[src/mos_pkg.sv]
package mos_pkg;

  // Register byte offsets.
  localparam logic [5:0] MOS_OFS_FUNC = 6'h00;
  localparam logic [5:0] MOS_OFS_ALARM = 6'h04;
  localparam logic [5:0] MOS_OFS_BRAKE = 6'h08;
  localparam logic [5:0] MOS_OFS_STATUS = 6'h0c;
  localparam logic [5:0] MOS_OFS_QUERY = 6'h10;
  localparam logic [5:0] MOS_OFS_QUERY_PT = 6'h14;

  // Field positions inside the function register.
  localparam int MOS_FUNC_CODE_LSB = 0;
  localparam int MOS_FUNC_PT_LSB = 4;
  // Field positions inside the status register.
  localparam int MOS_ST_MOVING_BIT = 0;
  localparam int MOS_ST_LEVEL_LSB = 4;
  localparam int MOS_ST_DIR_LSB = 8;

  // Function codes.
  localparam logic [3:0] MOS_CODE_LOW_MOVING = 4'h1;
  localparam logic [3:0] MOS_CODE_HIGH_MOVING = 4'h2;
  localparam logic [3:0] MOS_CODE_RELEASED = 4'h3;
  localparam logic [3:0] MOS_CODE_TACH_FIRST = 4'h4;
  localparam logic [3:0] MOS_CODE_TACH_LAST = 4'h8;

  // Number of I/O points and valid point range.
  localparam int MOS_NUM_POINTS = 4;
  localparam logic [2:0] MOS_PT_NONE = 3'h0;
  localparam logic [2:0] MOS_PT_FIRST = 3'h1;
  localparam logic [2:0] MOS_PT_LAST = 3'h4;

  // Values after reset.
  localparam logic [3:0] MOS_RST_CODE = MOS_CODE_RELEASED;
  localparam logic [2:0] MOS_RST_PT = MOS_PT_FIRST;
  localparam logic [2:0] MOS_RST_ALARM_PT = MOS_PT_NONE;
  localparam logic [2:0] MOS_RST_BRAKE_PT = MOS_PT_NONE;

  // Step input resolution and tach divider at the coarsest rate.
  // 3200 steps per revolution; 100 pulses per revolution need a
  // toggle every 16 steps, each faster rate halves that.
  localparam int MOS_STEPS_PER_REV = 3200;
  localparam int MOS_TACH_MIN_PPR = 100;
  localparam logic [4:0] MOS_TACH_DIV_MAX =
    5'(MOS_STEPS_PER_REV / (2 * MOS_TACH_MIN_PPR));

  // Query characters.
  localparam logic [7:0] MOS_CHR_M = 8'h4d;
  localparam logic [7:0] MOS_CHR_O = 8'h4f;
  localparam logic [7:0] MOS_CHR_EQ = 8'h3d;
  localparam logic [7:0] MOS_CHR_ZERO = 8'h30;

endpackage

[src/mos_tach.sv]
`timescale 1ns/100ps
module mos_tach (
  input wire logic clk_sys,
  input wire logic rstn,
  input wire logic step,
  input wire logic clear,
  input wire logic [4:0] div,
  output logic level
);
  import mos_pkg::*;

  typedef struct packed {
    logic [4:0] cnt;
    logic level;
  } mos_tach_s;

  mos_tach_s st_q;
  mos_tach_s st_d;

  always_comb begin
    st_d = st_q;
    if (clear) begin
      st_d.cnt = 5'h00;
      st_d.level = 1'b0;
    end else if (step) begin
      if (st_q.cnt >= div - 5'h01) begin
        st_d.cnt = 5'h00;
        st_d.level = ~st_q.level;
      end else begin
        st_d.cnt = st_q.cnt + 5'h01;
      end
    end
  end

  always_ff @(posedge clk_sys or negedge rstn) begin
    if (!rstn) begin
      st_q <= '0;
    end else begin
      st_q <= st_d;
    end
  end

  assign level = st_q.level;
endmodule // mos_tach

[src/mos_top.sv]
// Functional notes
// - Code 1 drives the chosen output low (closed) while the motor moves.
// - Code 2 holds the chosen output high (open) while the motor moves.
// - Code 3 releases the output for other automatic or general use.
// - Codes 4 to 8 emit tach at 100, 200, 400, 800, 1600 per rev.
// - Writing codes 1, 2 or 4 to 8 overrides previous output assignment.
// - Alarm or brake assigned to the same output forces code 3.
// - The first numeral selects I/O point 1 to 4 for the function.
// - Two numerals: the output used, then the function code.
// - Energized means logic low (closed); de-energized means high (open).
// - Only one function owns an output at any time.
`timescale 1ns/100ps
module mos_top (
  input wire logic clk_sys,
  input wire logic rstn,
  input wire logic [5:0] avs_address,
  input wire logic avs_read,
  input wire logic avs_write,
  input wire logic [31:0] avs_writedata,
  output logic [31:0] avs_readdata,
  output logic avs_waitrequest,
  input wire logic motor_moving,
  input wire logic motor_step,
  input wire logic [mos_pkg::MOS_NUM_POINTS-1:0] io_dir_out,
  input wire logic alarm_level,
  input wire logic brake_level,
  input wire logic [mos_pkg::MOS_NUM_POINTS-1:0] gp_level,
  output logic [mos_pkg::MOS_NUM_POINTS-1:0] io_level,
  output logic [mos_pkg::MOS_NUM_POINTS-1:0] io_energize
);
  import mos_pkg::*;

  typedef struct packed {
    logic [3:0] code;
    logic [2:0] point;
    logic [2:0] alarm_pt;
    logic [2:0] brake_pt;
    logic ack;
    logic [31:0] rdata;
    logic [MOS_NUM_POINTS-1:0] level;
  } mos_state_s;

  mos_state_s st_q;
  mos_state_s st_d;

  logic req;
  logic wr_take;
  logic tach_level;
  logic tach_clear;
  logic [4:0] tach_div;
  logic motion_owns;
  logic [3:0] wr_code;
  logic [2:0] wr_point;
  logic [2:0] wr_sel_pt;

  function automatic logic code_claims(input logic [3:0] c);
    code_claims = (c == MOS_CODE_LOW_MOVING) ||
                  (c == MOS_CODE_HIGH_MOVING) ||
                  (c >= MOS_CODE_TACH_FIRST && c <= MOS_CODE_TACH_LAST);
  endfunction

  function automatic logic pt_valid(input logic [2:0] p);
    pt_valid = (p >= MOS_PT_FIRST) && (p <= MOS_PT_LAST);
  endfunction

  // One wait state: the read word is latched on the first edge so that
  // it already stands at the edge where waitrequest is sampled low.
  assign req = avs_read | avs_write;
  assign avs_waitrequest = req & ~st_q.ack;
  assign wr_take = avs_write & st_q.ack;

  assign wr_code = avs_writedata[MOS_FUNC_CODE_LSB +: 4];
  assign wr_point = avs_writedata[MOS_FUNC_PT_LSB +: 3];
  assign wr_sel_pt = avs_writedata[2:0];

  assign motion_owns = code_claims(st_q.code);

  // Each faster tach rate halves the step divider.
  assign tach_div = (st_q.code >= MOS_CODE_TACH_FIRST &&
                     st_q.code <= MOS_CODE_TACH_LAST) ?
                    (MOS_TACH_DIV_MAX >> (st_q.code - MOS_CODE_TACH_FIRST)) :
                    MOS_TACH_DIV_MAX;
  assign tach_clear = (st_q.code < MOS_CODE_TACH_FIRST) ||
                      (st_q.code > MOS_CODE_TACH_LAST);

  mos_tach u_tach (
    .clk_sys(clk_sys),
    .rstn(rstn),
    .step(motor_step),
    .clear(tach_clear),
    .div(tach_div),
    .level(tach_level)
  );

  // Ownership is settled by a fixed priority every cycle, so a point is
  // fed by exactly one source even while two selects briefly overlap.
  always_comb begin
    st_d = st_q;
    st_d.ack = req & ~st_q.ack;

    if (wr_take) begin
      case (avs_address)
        MOS_OFS_FUNC: begin
          // Codes outside 1 to 8 and points outside 1 to 4 are ignored.
          if (wr_code >= MOS_CODE_LOW_MOVING &&
              wr_code <= MOS_CODE_TACH_LAST &&
              pt_valid(wr_point)) begin
            st_d.code = wr_code;
            st_d.point = wr_point;
            if (code_claims(wr_code)) begin
              if (st_q.alarm_pt == wr_point) begin
                st_d.alarm_pt = MOS_PT_NONE;
              end
              if (st_q.brake_pt == wr_point) begin
                st_d.brake_pt = MOS_PT_NONE;
              end
            end
          end
        end
        MOS_OFS_ALARM: begin
          if (pt_valid(wr_sel_pt) || wr_sel_pt == MOS_PT_NONE) begin
            st_d.alarm_pt = wr_sel_pt;
            if (wr_sel_pt == st_q.point && motion_owns) begin
              st_d.code = MOS_CODE_RELEASED;
            end
            if (wr_sel_pt == st_q.brake_pt) begin
              st_d.brake_pt = MOS_PT_NONE;
            end
          end
        end
        MOS_OFS_BRAKE: begin
          if (pt_valid(wr_sel_pt) || wr_sel_pt == MOS_PT_NONE) begin
            st_d.brake_pt = wr_sel_pt;
            if (wr_sel_pt == st_q.point && motion_owns) begin
              st_d.code = MOS_CODE_RELEASED;
            end
            if (wr_sel_pt == st_q.alarm_pt) begin
              st_d.alarm_pt = MOS_PT_NONE;
            end
          end
        end
        default: begin
        end
      endcase
    end

    if (avs_read & ~st_q.ack) begin
      case (avs_address)
        MOS_OFS_FUNC: begin
          st_d.rdata = 32'h0000_0000;
          st_d.rdata[MOS_FUNC_CODE_LSB +: 4] = st_q.code;
          st_d.rdata[MOS_FUNC_PT_LSB +: 3] = st_q.point;
        end
        MOS_OFS_ALARM: begin
          st_d.rdata = {29'h0000_0000, st_q.alarm_pt};
        end
        MOS_OFS_BRAKE: begin
          st_d.rdata = {29'h0000_0000, st_q.brake_pt};
        end
        MOS_OFS_STATUS: begin
          st_d.rdata = 32'h0000_0000;
          st_d.rdata[MOS_ST_MOVING_BIT] = motor_moving;
          st_d.rdata[MOS_ST_LEVEL_LSB +: MOS_NUM_POINTS] = st_q.level;
          st_d.rdata[MOS_ST_DIR_LSB +: MOS_NUM_POINTS] = io_dir_out;
        end
        MOS_OFS_QUERY: begin
          st_d.rdata = {MOS_CHR_M, MOS_CHR_O, MOS_CHR_EQ,
                        MOS_CHR_ZERO + {4'h0, st_q.code}};
        end
        MOS_OFS_QUERY_PT: begin
          st_d.rdata = {24'h00_0000,
                        MOS_CHR_ZERO + {5'h00, st_q.point}};
        end
        default: begin
          st_d.rdata = 32'h0000_0000;
        end
      endcase
    end

    // Level 1 is open (high), level 0 is closed (low).
    for (int i = 0; i < MOS_NUM_POINTS; i++) begin
      if (motion_owns && st_q.point == 3'(i + 1)) begin
        // A point still set as an input is left open; the host is
        // expected to set the direction first.
        if (!io_dir_out[i]) begin
          st_d.level[i] = 1'b1;
        end else if (st_q.code == MOS_CODE_LOW_MOVING) begin
          st_d.level[i] = ~motor_moving;
        end else if (st_q.code == MOS_CODE_HIGH_MOVING) begin
          st_d.level[i] = motor_moving;
        end else begin
          st_d.level[i] = ~tach_level;
        end
      end else if (st_q.alarm_pt == 3'(i + 1)) begin
        st_d.level[i] = alarm_level;
      end else if (st_q.brake_pt == 3'(i + 1)) begin
        st_d.level[i] = brake_level;
      end else begin
        st_d.level[i] = gp_level[i];
      end
    end
  end

  // The points reset open, so nothing is energized until the cycle after reset,
  // when the points no function owns start to follow gp_level.
  always_ff @(posedge clk_sys or negedge rstn) begin
    if (!rstn) begin
      st_q.code <= MOS_RST_CODE;
      st_q.point <= MOS_RST_PT;
      st_q.alarm_pt <= MOS_RST_ALARM_PT;
      st_q.brake_pt <= MOS_RST_BRAKE_PT;
      st_q.ack <= 1'b0;
      st_q.rdata <= 32'h0000_0000;
      st_q.level <= '1;
    end else begin
      st_q <= st_d;
    end
  end

  assign avs_readdata = st_q.rdata;
  assign io_level = st_q.level;
  assign io_energize = ~st_q.level;
endmodule // mos_top

[config.mk]
export PLATFORM = sky130hd
export DESIGN_NAME = mos_top
export DESIGN_NICKNAME = d
export VERILOG_FILES = /design/src/mos_pkg.sv /design/src/mos_tach.sv /design/src/mos_top.sv
export SDC_FILE = /design/constraint.sdc
export NUM_CORES = 1
export LEC_CHECK = 0
export BUFFER_PORTS_ARGS = -buffer_cell sky130_fd_sc_hd__buf_4
export CORE_AREA = 3 3 96 71
export CTS_BUF_LIST = sky130_fd_sc_hd__clkbuf_16
export DETAILED_ROUTE_END_ITERATION = 8
export DIE_AREA = 0 0 99 74
export GPL_TIMING_DRIVEN = 0
export PLACE_DENSITY = 0.77
export SLEW_MARGIN = 20
export SYNTH_ARGS = -nofsm -noshare
export SYNTH_HDL_FRONTEND = slang
export SYNTH_SLANG_ARGS = --single-unit
[constraint.sdc]
create_clock -name clk_sys -period 7.23 [get_ports clk_sys]
set_input_delay 0.723 -clock clk_sys [delete_from_list [all_inputs] [get_ports clk_sys]]
set_output_delay 0.723 -clock clk_sys [all_outputs]
set_load 0.005 [all_outputs]
==> flow_summary.json <==
{
  "whs_ns": 0.3956,
  "slew_headroom_pct": 36.17,
  "cts_sinks": 37,
  "ioPinCount": 95,
  "drt-met1-wl_mm": 3.460,
  "synth_area_leader_cell": "dfrtp_1",
  "grt_max_degree": 38,
  "async_flop_share_pct": 100.0,
  "register_area_um2": 934.6,
  "critPathLaunchType": "flop",
  "die_h_um": 74,
  "postCtsSetupBuffers": 0,
  "grt_pass1_vias": 2306,
  "slew_viol_final": 0,
  "grt_setup_unrepaired": "false",
  "arrival_ns": 3.66,
  "overflow": 0,
  "vias": 2518,
  "path_max_fanout": 10,
  "cap_violations": 0,
  "nets": 459,
  "ys_top_cells_by_area": "dfrtp_1 (26%), buf_4 (9.2%), dfstp_2 (6.3%), ha_1 (4.3%), mux2i_1 (4.1%)",
  "critPathMostFrequentCell": "ha_1",
  "final_antenna_net_count": 0,
  "cp-end-kind": "flop",
  "dp_hpwl_mm": 5.357,
  "cts_hold_buffers": 0,
  "clock_tree.root_cell": "clkbuf_16",
  "wl_mm": 7.001,
  "grt_usage_pct": 19.43,
  "dr_wl_met2_mm": 3.108,
  "cts_tree": "yes",
  "worstPathRequired_ns": 7.44,
  "area_delta_synth_final_pct": 24.24,
  "diodes": 0,
  "slowest_delay_ns": 0.45,
  "leakagePower_nw": 1.789,
  "avgSynthCellArea_um2": 9.117,
  "grt_pass1_wl_mm": 11.37,
  "final_hold_viol_count": 0,
  "ys_top_cells_by_count": "buf_4 (36), dfrtp_1 (30), nand2_1 (28)",
  "htreeDepth": 2,
  "die_w_um": 99,
  "setup_ws_ns": 3.774,
  "path_cells": "inv_1, ha_1, or3b_1, a21oi_2, nand4_1, ha_1, ha_1, a21o_1, a21oi_1, o21a_1, clkbuf_1, nand3_1, a21oi_1",
  "crit_type": "flop to flop",
  "setup_viol": 0,
  "syn_inst": 321,
  "yosysMostFrequentCell": "buf_4",
  "cpMaxStageDelayCell": "dfrtp_1",
  "yosysUniqueCellTypes": 64,
  "cts.clk_slew.worst_paths_ns": 0.06,
  "finalPower_mw": 0.6622,
  "preCtsSetupSlack_ns": 3.820,
  "drc": 0,
  "fin_tns_setup_ns": 0,
  "worst_pin_slew_ns": 0.9486,
  "core_um2": 6036,
  "hold_class": "input pin to asynchronous set/reset pin",
  "wire_per_inst_um": 14.77,
  "antenna_found_initial": 0,
  "num_rows": 24,
  "nFillCells": 530,
  "cts.repair.resized": 0,
  "synth_edf_count": 0,
  "wl_met3_um": 364,
  "p_per_area_nw_per_um2": 182.1,
  "clk_path_buf_depth": 2,
  "ys_seq_area_share_pct": 31.94,
  "syn_area_um2": 2927,
  "worstSkewPairLatency_ns": 0.28,
  "ir_drop_mv": 0.1059,
  "ys_ff_latch": 37,
  "fin_skew_ns": 0.002435,
  "timing.final.crit_share_pct": 47.80,
  "gp_congestion": 0.8955,
  "top_layer_used": "met4",
  "ys.flop_type": "dfrtp_1",
  "status": "completed",
  "vias_per_cell": 5.312,
  "synth_warnings": 0,
  "initial_utilization_pct": 48.49,
  "dieArea_um2": 7326,
  "firstDrtPassIters": 9,
  "numCtsBuffers": 5,
  "multi_input_area_um2": 1579,
  "port_buffers": 59,
  "drive_gt1_share_pct": 33.33,
  "fmax_mhz": 289.4,
  "post-route-min-period_ns": 3.456,
  "yosysTopAreaCellShare_pct": 25.65,
  "drtIter0Drc": 163
}
metal layers:
layer	vias to the layer above	track usage (%)
met4	0	5.758
met1	1186	28.86
met5	-	0
li1	1254	-
met3	5	3.093
met2	73	29.39
logic make-up (layout without fill, tap and decap cells):
family	after synthesis	in the layout	synth area share, %
compound gates	69	69	18.85
xor+xnor	18	18	5.387
fa+ha+maj	10	10	4.275
buf+inv	75	142	15.13
flops	37	37	31.94
mux	18	18	6.798
other cells	1	9	0.1281
simple gates	93	93	17.49
critical path: cells and delay by family (launching register included):
| kind | cells | cell delay [ns] |
|---|---|---|
| buffers and inverters | 2 | 0.52 |
| adder cells (fa/ha/maj) | 3 | 0.76 |
| AND/OR/NAND/NOR | 3 | 0.72 |
| flip-flops | 1 | 0.45 |
| AO/OA/AOI/OAI | 5 | 0.93 |
cell type report:
| cell class | instances | area share [%] |
|---|---|---|
| clock inverters | 3 | 0.3785 |
| repair buffers | 59 | 12.18 |
| plain buffers | 57 | 10.32 |
| well taps | 78 | 2.684 |
| flip-flops and latches | 37 | 25.71 |
| multi-input cells | 217 | 43.43 |
| clock buffers | 5 | 3.441 |
| inverters | 18 | 1.858 |
registers in the layout, summed over array words and instances (netlist names):
| signal | flops |
|---|---|
| u_tach.st_q | 5 |
| io_level | 4 |
| u_tach.level | 1 |
| avs_readdata | 13 |
| st_q | 14 |
power by group:
group | total [mW] | internal [mW] | switching (mW) | leakage, nW
clock | 0.211 | 0.125 | 0.0860 | 0.0748
sequential | 0.248 | 0.233 | 0.0146 | 0.470
combinational | 0.203 | 0.0914 | 0.112 | 1.24
total | 0.662 | 0.450 | 0.212 | 1.79
layout by cell type (no fill, tap or decap), drive strengths merged, types with 3 or more instances in the layout:
cell type / count
xor2: 12
o31ai: 3
buf: 103
nor3: 9
dfstp: 7
a22o: 9
nand3: 12
ha: 10
dfrtp: 30
nand2: 28
mux2i: 12
xnor2: 6
a31oi: 9
o21a: 3
clkbuf: 18
o21ai: 5
mux2: 6
inv: 19
conb: 9
nor3b: 4
nor4: 4
a221o: 3
nor2: 14
nor4b: 4
a21oi: 15
final timing paths:
kind | slack [ns] | depth (start not counted) | startpoint | to
worst max-delay path | 3.77 | 13 | st_q[48] | u_tach.st_q[2]
worst min-delay path | 0.40 | 1 | rstn | u_tach.st_q[1]
worst max register to register | 3.77 | 13 | st_q[48] | u_tach.st_q[2]
worst min register to register | 0.45 | 1 | st_q[36] | st_q[36]
max in group asynchronous | 6.46 | 1 | rstn | io_level[1]
min in group clk_sys | 0.45 | 1 | st_q[36] | st_q[36]
through the flow:
stage / cell area (µm²) / std cells / utilization (%)
after global placement: 3497 / 466 / 57.94
after floorplan: 2957 / 329 / -
after detailed placement: 3497 / 466 / 57.94
final: 3636 / 474 / 60.24
after global routing: 3636 / 474 / 60.24
after CTS: 3636 / 474 / 60.24
(Power assumes the default switching activity.)
